**config.mk**
```make
export PLATFORM = sky130hd
export DESIGN_NAME = astx_top
export DESIGN_NICKNAME = d
export VERILOG_FILES = /design/src/logic/astx_pkg.sv /design/src/logic/astx_top.sv
export VERILOG_INCLUDE_DIRS = /design/src /design/src/logic
export SDC_FILE = /design/constraint.sdc
export NUM_CORES = 1
export LEC_CHECK = 0
export ABC_AREA = 0
export BUFFER_PORTS_ARGS = -buffer_cell sky130_fd_sc_hd__buf_2
export CAP_MARGIN = 0
export CORE_MARGIN = 2
export CORE_UTILIZATION = 50
export DETAILED_ROUTE_END_ITERATION = 7
export PLACE_DENSITY = 0.66
export SYNTH_ARGS = -nofsm -noshare
export SYNTH_HDL_FRONTEND = slang
export SYNTH_SLANG_ARGS = --single-unit
export TNS_END_PERCENT = 1
```
**constraint.sdc**
```tcl
create_clock -name pclk -period 144.8 [get_ports pclk]
set_input_delay 14.48 -clock pclk [delete_from_list [all_inputs] [get_ports pclk]]
set_output_delay 14.48 -clock pclk [all_outputs]
set_load 0.05 [all_outputs]
```
**src/logic/astx_defines.svh**
```systemverilog
/*
  Register offsets, field positions, reset values and timing figures of the
  audio serial transmitter. Assumes byte addresses on an 8-bit APB address.
*/
`ifndef ASTX_DEFINES_SVH
`define ASTX_DEFINES_SVH
`define ASTX_A_CTRL     8'h00
`define ASTX_A_SLOT     8'h04
`define ASTX_A_HALF     8'h08
`define ASTX_A_STATUS   8'h0C
`define ASTX_A_DATA     4'h1
`define ASTX_CTRL_RST   32'h0000_000C
`define ASTX_SLOT_RST   24'h00_0000
`define ASTX_HALF_RST   11'h020
`define ASTX_FMT_TDM    2'h0
`define ASTX_FMT_I2S    2'h1
`define ASTX_FMT_LJ     2'h2
`define ASTX_WORD_MSB   5'h1F
`define ASTX_LAST_SLOT  5'h1F
`define ASTX_PCLK_HZ    250000000
`define ASTX_BCLK_MAX_KHZ 24576
`define ASTX_RATES      9
`endif

```
**src/logic/astx_pkg.sv**
```systemverilog
/*
  Types of the audio serial transmitter: control word, detect result,
  auto clock settings, APB carriers and the shifter states.
  Assumes astx_defines.svh sits on the include path.
*/
package astx_pkg;
  typedef struct packed {
    logic [16:0] rsvd;
    logic        fs_master;
    logic        late_latch;
    logic        lane2_en;
    logic        keeper_en;
    logic        tristate_en;
    logic        bit_clock_invert;
    logic [4:0]  slot_delay;
    logic [1:0]  wlen;
    logic [1:0]  serial_framing_select;
  } astx_ctrl_t;
  typedef struct packed {
    logic [21:0] rsvd;
    logic        clk_err;
    logic        valid;
    logic [3:0]  rate_idx;
    logic [3:0]  ratio_idx;
  } astx_status_t;
  typedef struct packed {
    logic        valid;
    logic [3:0]  rate_idx;
    logic [3:0]  ratio_idx;
    logic [11:0] filt_div;
  } astx_clk_cfg_t;
  typedef struct packed {
    logic        psel;
    logic        penable;
    logic        pwrite;
    logic [7:0]  paddr;
    logic [31:0] pwdata;
  } astx_apb_req_t;
  typedef struct packed {
    logic        pready;
    logic        pslverr;
    logic [31:0] prdata;
  } astx_apb_rsp_t;
  typedef enum logic [1:0] {ST_IDLE, ST_DELAY, ST_SHIFT} astx_state_t;
endpackage

```
**src/logic/astx_top.sv**
```systemverilog
/*
  I2S / left-justified multichannel transmitter with frame-rate and
  bit-clock-ratio detection, behind an APB slave.
  Assumes bit clock and frame sync are synchronous to pclk and at most a
  tenth of its rate; the pad logic resolves the three-signal pins.
*/
// Register access over APB and the placing of the registers were decided locally.
// Notes on behaviour
// - I2S left MSB one cycle after sync fall
// - I2S right MSB one cycle after sync rise
// - Remaining slots follow back to back ascending
// - I2S own sync and data on falling edges
// - LJ left MSB in the same cycle
// - LJ later bits on falling edges
// - LJ right MSB on a falling edge
// - LJ own sync changes on falling edges
// - Channels map onto any of 64 slots
// - Optional tri-state in slots not owned
// - Optional keeper holds last data level
// - Second data lane selectable
// - Optional latch half a cycle after launch
// - Clocks derived by measuring sync and bit clock
// - Accept 8-768 kHz, ratios 16-2048, not reserved
// - Dividers set from detection, no writes
// - Unsupported pair flags error and mutes
// - Two-bit framing select, 11 reserved
// - Five-bit delay postpones slots 0-31 cycles
`timescale 1ns/1ps
`include "astx_defines.svh"
module astx_top #(
  parameter int PCLK_HZ = `ASTX_PCLK_HZ
) (
  input  wire logic                    pclk,
  input  wire logic                    presetn,
  input  wire astx_pkg::astx_apb_req_t apb_req,
  output      astx_pkg::astx_apb_rsp_t apb_rsp,
  input  wire logic                    bclk_pin,
  input  wire logic                    frame_sync_pin,
  output      logic                    frame_sync_o,
  output      logic                    frame_sync_oe,
  output      logic [1:0]              sdout_o,
  output      logic [1:0]              sdout_oe,
  output      logic [1:0]              sdout_hold,
  output      astx_pkg::astx_clk_cfg_t clk_cfg,
  output      logic                    record_mute
);
  import astx_pkg::*;

  function automatic int rate_khz(input int i);
    case (i)
      0: rate_khz = 8;
      1: rate_khz = 16;
      2: rate_khz = 24;
      3: rate_khz = 32;
      4: rate_khz = 48;
      5: rate_khz = 96;
      6: rate_khz = 192;
      7: rate_khz = 384;
      default: rate_khz = 768;
    endcase
  endfunction

  function automatic int ratio_val(input logic [3:0] i);
    case (i)
      4'h0: ratio_val = 16;
      4'h1: ratio_val = 24;
      4'h2: ratio_val = 32;
      4'h3: ratio_val = 48;
      4'h4: ratio_val = 64;
      4'h5: ratio_val = 96;
      4'h6: ratio_val = 128;
      4'h7: ratio_val = 192;
      4'h8: ratio_val = 256;
      4'h9: ratio_val = 384;
      4'hA: ratio_val = 512;
      4'hB: ratio_val = 1024;
      4'hC: ratio_val = 2048;
      default: ratio_val = 0;
    endcase
  endfunction

  function automatic logic [4:0] word_lsb(input logic [1:0] w);
    case (w)
      2'h0: word_lsb = 5'h10;
      2'h1: word_lsb = 5'h0C;
      2'h2: word_lsb = 5'h08;
      default: word_lsb = 5'h00;
    endcase
  endfunction

  ////////////////////////////////////////////////////////////////////////
  // APB registers: zero wait states, read data captured in setup
  astx_ctrl_t   ctrl, next_ctrl;
  logic [23:0]  slot_map, next_slot_map;
  logic [10:0]  half_len, next_half_len;
  logic [31:0]  ch_data [4];
  logic [31:0]  next_ch_data [4];
  logic [31:0]  prdata, next_prdata;
  astx_status_t status;
  logic         wr, dhit, hit;
  logic [31:0]  rd;

  always_comb begin
    wr = apb_req.psel & apb_req.penable & apb_req.pwrite;
    dhit = apb_req.paddr[7:4] == `ASTX_A_DATA;
    next_ctrl = ctrl;
    next_slot_map = slot_map;
    next_half_len = half_len;
    next_ch_data = ch_data;
    hit = 1'b1;
    rd = 32'h0000_0000;
    case (apb_req.paddr)
      `ASTX_A_CTRL: rd = ctrl;
      `ASTX_A_SLOT: rd = {8'h00, slot_map};
      `ASTX_A_HALF: rd = {21'h00_0000, half_len};
      `ASTX_A_STATUS: rd = status;
      default: begin
        hit = dhit & (apb_req.paddr[1:0] == 2'h0);
        rd = hit ? ch_data[apb_req.paddr[3:2]] : 32'h0000_0000;
      end
    endcase
    if (wr && hit) begin
      case (apb_req.paddr)
        `ASTX_A_CTRL: next_ctrl = {17'h0_0000, apb_req.pwdata[14:0]};
        `ASTX_A_SLOT: next_slot_map = apb_req.pwdata[23:0];
        `ASTX_A_HALF: next_half_len = apb_req.pwdata[10:0];
        `ASTX_A_STATUS: next_ctrl = ctrl;
        default: next_ch_data[apb_req.paddr[3:2]] = apb_req.pwdata;
      endcase
    end
    next_prdata = (apb_req.psel & ~apb_req.penable) ? rd : prdata;
  end

  always_ff @(posedge pclk or negedge presetn) begin
    if (!presetn) begin
      ctrl <= astx_ctrl_t'(`ASTX_CTRL_RST);
      slot_map <= `ASTX_SLOT_RST;
      half_len <= `ASTX_HALF_RST;
      ch_data <= '{default: 32'h0000_0000};
      prdata <= 32'h0000_0000;
    end else begin
      ctrl <= next_ctrl;
      slot_map <= next_slot_map;
      half_len <= next_half_len;
      ch_data <= next_ch_data;
      prdata <= next_prdata;
    end
  end

  assign apb_rsp.pready = 1'b1;
  assign apb_rsp.pslverr = apb_req.psel & apb_req.penable & ~hit;
  assign apb_rsp.prdata = prdata;

  ////////////////////////////////////////////////////////////////////////
  // Edge detection and clock auto-detect
  logic         bclk_e, bclk_prev, fs_prev, fs_reg, fs_now;
  logic         launch, sample, fs_chg;
  logic [16:0]  pcnt, next_pcnt;
  logic [11:0]  bcnt, next_bcnt;
  astx_status_t next_status;
  logic [`ASTX_RATES-1:0] rate_hit;

  assign bclk_e = bclk_pin ^ ctrl.bit_clock_invert;
  assign launch = bclk_prev & ~bclk_e;
  assign sample = ~bclk_prev & bclk_e;
  assign fs_now = ctrl.fs_master ? fs_reg : frame_sync_pin;
  assign fs_chg = fs_now != fs_prev;

  // Window of one sixteenth tolerates host clock error
  for (genvar r = 0; r < `ASTX_RATES; r++) begin : g_rate
    localparam int P = PCLK_HZ / (rate_khz(r) * 1000);
    assign rate_hit[r] = (pcnt >= 17'(P - P / 16)) && (pcnt <= 17'(P + P / 16));
  end

  always_comb begin
    next_status = status;
    next_pcnt = (&pcnt) ? pcnt : pcnt + 17'h0_0001;
    next_bcnt = (sample && !(&bcnt)) ? bcnt + 12'h001 : bcnt;
    if (fs_now && !fs_prev) begin
      next_pcnt = 17'h0_0001;
      next_bcnt = 12'h000;
      next_status.rate_idx = 4'hF;
      next_status.ratio_idx = 4'hF;
      for (int r = 0; r < `ASTX_RATES; r++) begin
        if (rate_hit[r]) next_status.rate_idx = 4'(r);
      end
      for (int k = 0; k < 13; k++) begin
        if (ratio_val(4'(k)) == int'(bcnt)) next_status.ratio_idx = 4'(k);
      end
      next_status.valid = next_status.rate_idx != 4'hF && next_status.ratio_idx != 4'hF;
      // Reserved pairs: bit clock above the top rate, or 8 kHz under 32
      next_status.clk_err = !next_status.valid ||
        ratio_val(next_status.ratio_idx) * rate_khz(int'(next_status.rate_idx))
          > `ASTX_BCLK_MAX_KHZ ||
        (next_status.rate_idx == 4'h0 && next_status.ratio_idx < 4'h2);
    end
  end

  always_ff @(posedge pclk or negedge presetn) begin
    if (!presetn) begin
      bclk_prev <= 1'b0;
      fs_prev <= 1'b0;
      pcnt <= 17'h0_0000;
      bcnt <= 12'h000;
      status <= '0;
    end else begin
      bclk_prev <= bclk_e;
      fs_prev <= fs_now;
      pcnt <= next_pcnt;
      bcnt <= next_bcnt;
      status <= next_status;
    end
  end

  assign clk_cfg.valid = status.valid & ~status.clk_err;
  assign clk_cfg.rate_idx = status.rate_idx;
  assign clk_cfg.ratio_idx = status.ratio_idx;
  assign clk_cfg.filt_div = 12'(`ASTX_BCLK_MAX_KHZ / rate_khz(int'(status.rate_idx)));
  assign record_mute = status.clk_err;

  ////////////////////////////////////////////////////////////////////////
  // Slot shifter, own frame sync and the two data lanes
  astx_state_t state, next_state;
  logic        right, next_right, next_fs_reg, i2s, fmt_ok;
  logic [5:0]  dcnt, next_dcnt, dly;
  logic [4:0]  bit_idx, next_bit_idx, slot, next_slot;
  logic [10:0] fcnt, next_fcnt;
  logic [1:0]  core_own, core_bit, next_sd, next_oe;

  always_comb begin
    i2s = ctrl.serial_framing_select == `ASTX_FMT_I2S;
    fmt_ok = i2s || ctrl.serial_framing_select == `ASTX_FMT_LJ;
    dly = {1'b0, ctrl.slot_delay} + {5'h00, i2s};
    next_state = state;
    next_right = right;
    next_dcnt = dcnt;
    next_bit_idx = bit_idx;
    next_slot = slot;
    next_fs_reg = fs_reg;
    next_fcnt = fcnt;
    if (ctrl.fs_master && launch) begin
      if (fcnt >= half_len - 11'h001) begin
        next_fs_reg = ~fs_reg;
        next_fcnt = 11'h000;
      end else begin
        next_fcnt = fcnt + 11'h001;
      end
    end
    if (!fmt_ok) begin
      next_state = ST_IDLE;
    end else if (fs_chg) begin
      next_right = i2s ? fs_now : ~fs_now;
      next_bit_idx = `ASTX_WORD_MSB;
      next_slot = 5'h00;
      next_dcnt = dly - 6'h01;
      next_state = (dly == 6'h00) ? ST_SHIFT : ST_DELAY;
    end else if (launch) begin
      case (state)
        ST_DELAY: begin
          if (dcnt == 6'h00) next_state = ST_SHIFT;
          else next_dcnt = dcnt - 6'h01;
        end
        ST_SHIFT: begin
          if (bit_idx == word_lsb(ctrl.wlen)) begin
            next_bit_idx = `ASTX_WORD_MSB;
            next_slot = slot + 5'h01;
            if (slot == `ASTX_LAST_SLOT) next_state = ST_IDLE;
          end else begin
            next_bit_idx = bit_idx - 5'h01;
          end
        end
        default: next_state = ST_IDLE;
      endcase
    end
    next_sd = sdout_o;
    next_oe = sdout_oe;
    for (int l = 0; l < 2; l++) begin
      core_own[l] = 1'b0;
      core_bit[l] = 1'b0;
      for (int c = 0; c < 4; c++) begin
        if (next_state == ST_SHIFT && slot_map[6*c +: 6] == {next_right, next_slot} &&
            (ctrl.lane2_en && c >= 2) == (l == 1)) begin
          core_own[l] = 1'b1;
          core_bit[l] = ~status.clk_err & ch_data[c][next_bit_idx];
        end
      end
      // Relaxed latching moves each bit to the sample edge after launch
      if (!ctrl.late_latch || sample) begin
        next_oe[l] = core_own[l] | ~ctrl.tristate_en;
        if (core_own[l]) next_sd[l] = core_bit[l];
        else if (!ctrl.tristate_en) next_sd[l] = 1'b0;
      end
    end
  end

  always_ff @(posedge pclk or negedge presetn) begin
    if (!presetn) begin
      state <= ST_IDLE;
      right <= 1'b0;
      dcnt <= 6'h00;
      bit_idx <= `ASTX_WORD_MSB;
      slot <= 5'h00;
      fs_reg <= 1'b0;
      fcnt <= 11'h000;
      sdout_o <= 2'h0;
      sdout_oe <= 2'h0;
    end else begin
      state <= next_state;
      right <= next_right;
      dcnt <= next_dcnt;
      bit_idx <= next_bit_idx;
      slot <= next_slot;
      fs_reg <= next_fs_reg;
      fcnt <= next_fcnt;
      sdout_o <= next_sd;
      sdout_oe <= next_oe;
    end
  end

  assign sdout_hold = {2{ctrl.keeper_en}} & ~sdout_oe;
  assign frame_sync_o = fs_reg;
  assign frame_sync_oe = ctrl.fs_master;

  ////////////////////////////////////////////////////////////////////////
  i2s_msb_a: assert property (@(posedge pclk) disable iff (!presetn)
    fs_chg && i2s && ctrl.slot_delay == 5'h00 |=> state == ST_DELAY && dcnt == 6'h00)
    else $error("I2S MSB not one launch after sync edge");
  lj_msb_a: assert property (@(posedge pclk) disable iff (!presetn)
    fs_chg && fmt_ok && !i2s && ctrl.slot_delay == 5'h00
      |=> state == ST_SHIFT && bit_idx == 5'h1F && slot == 5'h00)
    else $error("LJ MSB not presented at once");
  delay_len_a: assert property (@(posedge pclk) disable iff (!presetn)
    fs_chg && fmt_ok && ctrl.slot_delay != 5'h00 |=> dcnt == $past(dly) - 6'h01)
    else $error("Slot delay count wrong");
  bit_edge_a: assert property (@(posedge pclk) disable iff (!presetn)
    state == ST_SHIFT && !launch && !fs_chg && fmt_ok |=> $stable(bit_idx))
    else $error("Data bit moved off a launch edge");
  slot_order_a: assert property (@(posedge pclk) disable iff (!presetn)
    fmt_ok && state == ST_SHIFT && launch && !fs_chg && bit_idx == word_lsb(ctrl.wlen)
      && slot != 5'h1F |=> slot == $past(slot) + 5'h01 && bit_idx == 5'h1F)
    else $error("Slots not in ascending order");
  own_sync_a: assert property (@(posedge pclk) disable iff (!presetn)
    $changed(fs_reg) |-> $past(launch) && $past(ctrl.fs_master))
    else $error("Own frame sync moved off a falling edge");
  mute_a: assert property (@(posedge pclk) disable iff (!presetn)
    status.clk_err && !ctrl.late_latch ##1 status.clk_err |-> (sdout_o & sdout_oe) == 2'h0)
    else $error("Data not muted on clock error");
  tristate_a: assert property (@(posedge pclk) disable iff (!presetn)
    ctrl.tristate_en && !ctrl.late_latch && core_own == 2'h0 |=> sdout_oe == 2'h0)
    else $error("Lane driven in a foreign slot");
  late_a: assert property (@(posedge pclk) disable iff (!presetn)
    ctrl.late_latch && !sample |=> $stable(sdout_o))
    else $error("Relaxed latching changed data off sample edge");
endmodule

```
Yosys cells after proc, flatten, opt, wreduce, memory -nomap -nowiden:

Memory sizes are Yosys's and may differ from the RTL's.
Index checks and enable logic that the tools add are counted.

* multipliers: 1
* divide/modulo/power cells: 1
* reduce and logical (&&, ||, !) cells: 52
* $add $sub $neg: 9
* bitwise gates (word level): 28
* equal/unequal tests: 37
* order comparisons: 24
* muxes and demuxes: 109

Operators with widths (number)
* 2-to-1 mux 32 bit: 21
* equality test 32 x 13 -> 1 bit: 13
* bitwise mux 128 bit: 1
* case mux 32 bit (4 select lines): 1
* 2-to-1 mux 4 bit: 24
* 2-to-1 mux 5 bit: 14
* binary-select mux 32 bit (select 2 bit): 1
* demux 32 bit (select 2 bit): 1
* greater-or-equal comparator 17 x 13 -> 1 bit (second input constant): 2
* greater-or-equal comparator 17 x 14 -> 1 bit (second input constant): 2
* less-or-equal comparator 17 x 14 -> 1 bit (second input constant): 2
* 2-to-1 mux 17 bit: 2
* divider 16 x 32 -> 32 bit (first input constant): 1
* > comparator 32 x 16 -> 1 bit (second input constant): 1
* multiplier 32 x 32 -> 32 bit: 1
* equality test 6 bit: 4
* logical AND 1 bit: 24
* 2-to-1 mux 1 bit: 24
* 2-to-1 mux 12 bit: 2
* 2-to-1 mux 6 bit: 4
* binary-select mux 1 bit (select 5 bit): 4
* adder 17 x 1 -> 17 bit (second input constant): 1
* greater-or-equal comparator 17 x 10 -> 1 bit (second input constant): 1
* greater-or-equal comparator 17 x 11 -> 1 bit (second input constant): 1
* other kinds (56): 109

* input bits: 47
* memories kept: 3
* word-level logic and storage cells: 298
* register bits after elaboration: 286
* memory bits (read-only): 240

Memory list
* (no name shown): words 16, width 9, rd ports 1, clocked after Yosys merged registers in 0, write ports 0, line astx_top.sv:64 `case (i)`
* (no name shown): words 8, width 6, rd ports 1, clocked after Yosys merged registers in 0, write ports 0, line astx_top.sv:50 `case (i)`
* (no name shown): words 8, width 6, rd ports 1, clocked after Yosys merged registers in 0, write ports 0, line astx_top.sv:50

Longest topological paths before layout:

Gate-level depths: netlist of the first run.
An unclocked memory read counts as a cell.

* depth in word-level cells: 24
* depth in mapped cells: 351

Least setup slack after synthesis of the first run:

Ideal clock, no wire load.

* path type: reg2out
* from: reg status (netlist bit clk_cfg[19])
* to: out clk_cfg[0] (netlist name)
* required time: 130.320 ns
* path slack: 64.014 ns
* path buffers: 36
* arrival time: 66.306 ns
* cell stages (with the launch flop): 332
* path through: dfrtp_1 buf_2 buf_2 inv_1 nand2_1 ha_1 o31ai_1 a221oi_1 and3_1 or3_1 ha_1 and3_1 a22o_1 o21ai_1 o311a_1 nor2_1 ha_1 or2_2 [296 not listed] a21o_1 a21o_1 a21oi_1 and2_1 nand3_2 mux2_1 ha_1 nor2b_1 o21ai_0 nand2b_1 a21oi_1 nor2b_1 a2111oi_0 nand4b_1 a2111oi_0 o2111ai_1 nor4_2 o2111ai_1

RTL lines
* start, declared: line astx_top.sv:99 `astx_status_t status;`
* start signal, assigned: line astx_top.sv:211 `status <= next_status;`
* end, declared: line astx_top.sv:44 `output astx_pkg::astx_clk_cfg_t clk_cfg,`

==> results of run 1 <==
## registers in the layout, indices dropped and copies added (netlist names), 2 cells and up
register,flops
bcnt,12
bit_idx,5
ch_data,128
clk_cfg,8
ctrl,14
dcnt,6
fcnt,11
half_len,11
pcnt,17
prdata,32
sdout_o,2
sdout_oe,2
slot,5
slot_map,24
state,2
## critical path, delay by kind of cell (launching register included)
kind	cells	cell delay (ps)
buffers and inverters	18	4250
flip-flops	1	660
AND/OR/NAND/NOR	107	25990
AO/OA/AOI/OAI	138	32100
adder cells (fa/ha/maj)	28	8630
multiplexers	8	2670
## metal layers
metal,GRT usage,vias to the layer above,part of all wire
li1,-,17415,-
met1,0.401,17376,0.46
met2,0.457,1242,0.45
met3,0.0246,200,0.054
met4,0.0875,0,0.029
met5,0,-,0
## cell families after synthesis
family,count (synthesis)
buffers and inverters,423
other,2
DFF,286
and+or+nand+nor,1765
AOI/OAI and AO/OA,1280
xor gates and xnor gates,265
muxes,372
adders and majority gates,318
## metrics by stage
| step | std cells | util | instance area, sq um |
|---|---|---|---|
| CTS | 5660 | 0.534 | 39900 |
| finish | 5663 | 0.534 | 39900 |
| detailed placement | 5611 | 0.522 | 39000 |
| floorplan | 4711 | - | 37800 |
| global route | 5662 | 0.534 | 39900 |
| global placement | 5611 | 0.522 | 39000 |
## area by class of cell
cell class | instances | area (sq um)
Tap cell | 969 | 1210
Multi-Input combinational cell | 4002 | 29000
Sequential cell | 286 | 7170
Fill cell | 7132 | 34800
Timing Repair Buffer | 151 | 871
Clock inverter | 8 | 65.1
Inverter | 203 | 762
Clock buffer | 41 | 778
Antenna cell | 3 | 7.51
## Yosys cell counts, types with 22 or more instances
cell type / count
nand2_1: 425
nor2_1: 422
ha_1: 283
o21ai_0: 279
dfrtp_1: 278
a21oi_1: 264
mux2_2: 230
inv_1: 193
xnor2_1: 165
clkbuf_1: 146
nor3_1: 122
nand3_1: 120
a21o_1: 106
xor2_1: 97
mux2i_1: 96
nand2b_1: 88
and3_1: 78
nor2b_1: 66
or3_1: 65
and2_1: 59
a31oi_1: 55
nand4_1: 53
nor4_1: 53
o211ai_1: 51
a211oi_1: 45
o31ai_1: 44
or2_2: 41
mux4_2: 40
o21a_1: 40
fa_1: 35
a22oi_1: 34
buf_2: 33
o21ai_1: 27
buf_1: 25
a22o_1: 23
and4_1: 23
a211o_1: 22
## how the worst min path moves through the flow
stage                           from          to  slack [ps]  depth (start not counted)
after global placement    prdata[30]  prdata[30]         460                          2
after global routing      prdata[19]  prdata[19]         510                          2
after floorplan              dcnt[3]     dcnt[3]         460                          2
after detailed placement  prdata[19]  prdata[19]         470                          2
final                     prdata[19]  prdata[19]         480                          2
after CTS                 prdata[19]  prdata[19]         480                          2
==> results.sh, run 1 <==
export IMPL_setup_viol=0
export IMPL_rr_endpoint="record_mute"
export IMPL_first_iter_violations=3446
export IMPL_final_hold_violation_count=0
export IMPL_post_route_min_period_ps=89500
export IMPL_pin_count=111
export IMPL_worstPathArrival_ps=75020
export IMPL_wl_per_cell_microns=20.0
export IMPL_first_pass_iters=6
export IMPL_critPathCaptureType="output pin"
export IMPL_cts_resized=0
export IMPL_die_w_microns=279
export IMPL_synth_top_family_by_area="simple AND/OR/NAND/NOR gates"
export IMPL_cp_slowest_cell="nor3_2"
export IMPL_start_util=0.506
export IMPL_htreeDepth=1
export IMPL_cts_tree="yes"
export IMPL_tns_ps=0
export IMPL_dp_hpwl_microns=85700
export IMPL_port_buffers=109
export IMPL_setup_ws_ps=55300
export IMPL_synth_compound_area_frac=0.231
export IMPL_yosysUniqueCellTypes=125
export IMPL_synth_top_cell_area_share=0.184
export IMPL_synth_edff_count=0
export IMPL_yosysTopAreaCell="dfrtp_1"
export IMPL_antenna_found_initial=2
export IMPL_synth_adder_area_share=0.112
export IMPL_timing_fmax_ghz=0.0112
export IMPL_cts_sinks=286
export IMPL_critPathLaunch="clk_cfg[16]"
export IMPL_synthTopCellsByArea="dfrtp_1 (18%), ha_1 (9.4%), mux2_2 (6.9%), nand2_1 (4.2%), nor2_1 (4.2%)"
export IMPL_path_clk_slew_ps=70
export IMPL_netlist_area_sq_mm=0.0378
export IMPL_reg2reg_depth=41
export IMPL_pre_cts_slack_ps=57250
export IMPL_rsz0062_at_grt="no"
export IMPL_synth_warnings=0
export IMPL_die_h_microns=279
export IMPL_grt_pass1_wl_microns=183000
export IMPL_die_area_sq_mm=0.0778
export IMPL_critical_path_class="reg2out"
export IMPL_synth_seq_area_share=0.190
export IMPL_syn_to_final_growth_pct=5.47
export IMPL_slowest_delay_ps=860
export IMPL_drive_gt1_frac=0.133
export IMPL_slew_headroom=0.194
export IMPL_finalCritPeriodShare=0.618
export IMPL_rows=100
export IMPL_cp_required_ps=130320
export IMPL_insertion_delay_ps=570
export IMPL_core_area_sq_mm=0.0747
export IMPL_cts_setup_buffers=0
export IMPL_clockRootBuffer="clkbuf_16"
export IMPL_postCtsHoldBufs=0
export IMPL_synthCells=4711
export IMPL_critical_path_startpoint_type="flop"
export IMPL_ys_ff_latch=286
export IMPL_final_nets=5036
export IMPL_hold_path_class="reg2reg"
export IMPL_grt_overflow_total=0
export IMPL_final_common_cell="nand2_1"
export IMPL_hold_worst_slack_ps=476
export IMPL_synth_xor_area_frac=0.0623
export IMPL_synthArstFlopShare=1.00
export IMPL_reg2reg_setup_slack_ps=135080
export IMPL_syn_nets=5076
export IMPL_final_cell_mix="nand2_1 (425), nor2_1 (420), ha_1 (283)"
export IMPL_fin_skew_ps=18.0
export IMPL_yosys_most_used_dff="dfrtp_1"
export IMPL_ant_nets=0
export IMPL_synthMuxAreaShare=0.120
export IMPL_drv_slew=0
export IMPL_drc_errors=0
export IMPL_grt_pass1_vias=34005
export IMPL_synth_simple_gate_area_frac=0.240
export IMPL_num_vias=36233
export IMPL_syn_area_per_cell_sq_um=8.02
export IMPL_track_usage=0.283
export IMPL_routed_wl_microns=113000
export IMPL_drv_cap=0
export IMPL_crit_end="clk_cfg[0]"
export IMPL_path_max_fanout=30
export IMPL_grt_max_degree=95
export IMPL_place_gp_congestion=0.972
export IMPL_r2r_start="pcnt[4]"
export IMPL_via_per_inst=6.40
export IMPL_cts_buffer_depth=3
export IMPL_cts_buffers=27
export IMPL_worst_pin_slew_ps=1200
export IMPL_status="finished, final reports clean"
Power of run 1 is not shown: default switching activity piles up to over one toggle a cycle in this logic, so the estimate is an artifact.
==> run 2, diff against run 1 <==
--- a/config.mk
+++ b/config.mk
@@ -12,7 +12,7 @@
 export CORE_MARGIN = 2
 export CORE_UTILIZATION = 50
 export DETAILED_ROUTE_END_ITERATION = 7
-export PLACE_DENSITY = 0.66
+export PLACE_DENSITY = 0.69
 export SYNTH_ARGS = -nofsm -noshare
 export SYNTH_HDL_FRONTEND = slang
 export SYNTH_SLANG_ARGS = --single-unit
==> constraint.sdc (replaced) <==
create_clock -name pclk -period 77.7 [get_ports pclk]
set_input_delay 7.77 -clock pclk [delete_from_list [all_inputs] [get_ports pclk]]
set_output_delay 7.77 -clock pclk [all_outputs]
set_load 0.05 [all_outputs]
==> run 2 against run 1 <==
Compared with the run above:
- setup slack got worse by 50000 ps
- utilization is 0.90 points higher
- sequential cell count did not move
- first-iteration DRC count is 7.0% lower
- largest cell class unchanged
==> results.sh, run 2 (synthesis gave the netlist of run 1 again) <==
export IMPL_status="finished, final reports clean"
export IMPL_num_vias=36638
export IMPL_post_route_min_period_ps=72670
export IMPL_syn_to_final_growth_pct=7.26
export IMPL_groute_layer_met3_usage=0.0257
export IMPL_rows=100
export IMPL_cp_required_ps=69930
export IMPL_cpMostUsedCell="a21o_1"
export IMPL_setup_ws_ps=5030
export IMPL_ant_nets=0
export IMPL_use_met2=0.466
export IMPL_drc_errors=0
export IMPL_cts_tree="yes"
export IMPL_final_cell_mix="nand2_1 (423), nor2_1 (412), ha_1 (282)"
export IMPL_cp_slowest_cell="or3_1"
export IMPL_final_cells=5712
export IMPL_port_buffers=109
export IMPL_grt_pass1_wl_microns=183000
export IMPL_htreeDepth=1
export IMPL_wl_per_cell_microns=19.6
export IMPL_first_iter_violations=3206
export IMPL_path_clk_slew_ps=60
export IMPL_timing_fmax_ghz=0.0138
export IMPL_via_per_inst=6.41
export IMPL_worstPathArrival_ps=64900
export IMPL_grt_overflow_total=0
export IMPL_hold_path_class="reg2reg"
export IMPL_slowest_delay_ps=640
export IMPL_finalCritPeriodShare=0.935
export IMPL_fin_skew_ps=16.6
export IMPL_antenna_found_initial=4
export IMPL_core_area_sq_mm=0.0747
export IMPL_insertion_delay_ps=560
export IMPL_largest_reg_flops=128
export IMPL_routed_wl_microns=112000
export IMPL_setup_viol=0
export IMPL_die_area_sq_mm=0.0778
export IMPL_tns_ps=0
export IMPL_die_h_microns=279
export IMPL_worst_pin_slew_ps=1220
export IMPL_place_gp_congestion=0.952
export IMPL_grt_use_met1=0.387
export IMPL_cts_sinks=286
export IMPL_slew_headroom=0.186
export IMPL_critPathCaptureType="output pin"
export IMPL_grt_busiest_layer="met2"
export IMPL_grt_pass1_vias=34866
export IMPL_drv_slew=0
export IMPL_dp_hpwl_microns=84000
export IMPL_first_pass_iters=5
export IMPL_die_w_microns=279
export IMPL_top_regs="ch_data x128, prdata x32, slot_map x24"
export IMPL_cts_buffer_depth=3
export IMPL_drive_gt1_frac=0.152
export IMPL_final_nets=5085
export IMPL_final_common_cell="nand2_1"
export IMPL_critical_path_startpoint_type="flop"
export IMPL_final_hold_violation_count=0
export IMPL_pre_cts_slack_ps=-591
export IMPL_clockRootBuffer="clkbuf_16"
export IMPL_drv_cap=0
export IMPL_path_max_fanout=30
export IMPL_start_util=0.506
export IMPL_cts_buffers=28
export IMPL_critical_path_class="reg2out"
export IMPL_hold_worst_slack_ps=473
export IMPL_regMostFlops="ch_data"
export IMPL_dpl_cell_count=5608
export IMPL_pin_count=111
export IMPL_track_usage=0.280
export IMPL_grt_max_degree=159
run 2: final cells by class:
| type | instances | area (sq um) |
|---|---|---|
| timing repair buffer | 198 | 1250 |
| tap | 969 | 1210 |
| fill | 6973 | 34200 |
| sequential | 286 | 7170 |
| clock buffer | 42 | 835 |
| inverter | 203 | 769 |
| clock inverter | 10 | 81.3 |
| antenna | 1 | 2.50 |
| multi-input combinational | 4002 | 29200 |
| timing repair inverter | 1 | 5.00 |
run 2: critical path, delay by kind of cell, from the launching register on:
family	cells	cell delay (ps)
AND/OR/NAND/NOR	109	21000
multiplexers	8	2070
AO/OA/AOI/OAI	138	28660
flip-flops	1	360
buffers and inverters	21	3620
adder cells (fa/ha/maj)	27	8490
run 2: final timing paths:
path                              from     endpoint  slack (ps)  cells after the start
setup / recovery           clk_cfg[19]   clk_cfg[0]        5030                    303
hold / removal              prdata[19]   prdata[19]         470                      2
setup reg to reg               pcnt[4]  record_mute       67860                     41
hold reg to reg             prdata[19]   prdata[19]         470                      2
max in group asynchronous      presetn  clk_cfg[18]       68980                      2
min in group asynchronous      presetn  ch_data[25]        7290                      1
run 2: routing by layer:
| layer | up-vias | part of all wire | routed length [microns] |
|---|---|---|---|
| met4 | 6 | 0.026 | 2960 |
| li1 | 17518 | - | - |
| met3 | 212 | 0.066 | 7390 |
| met2 | 1303 | 0.46 | 52000 |
| met1 | 17599 | 0.44 | 49800 |
| met5 | - | 0.00030 | 34 |
run 2: what timing repair did:
action | 4_1_cts | 5_1_grt
endpoints found under the setup margin | 1 | 3
hold buffers | 0 | 0
hold endpoints to repair | 0 | 0
gates resized for setup | 4 | 64
cloned | 0 | 1
pin swaps | 2 | 14
setup buffers | 4 | 46
run 2: metrics by stage:
step,area [sq um],util
after floorplan,37800,-
after global placement,39000,0.522
after detailed placement,39000,0.522
after CTS,40000,0.535
after global routing,40500,0.543
final,40500,0.543
Power of run 2 is left out for the same reason.
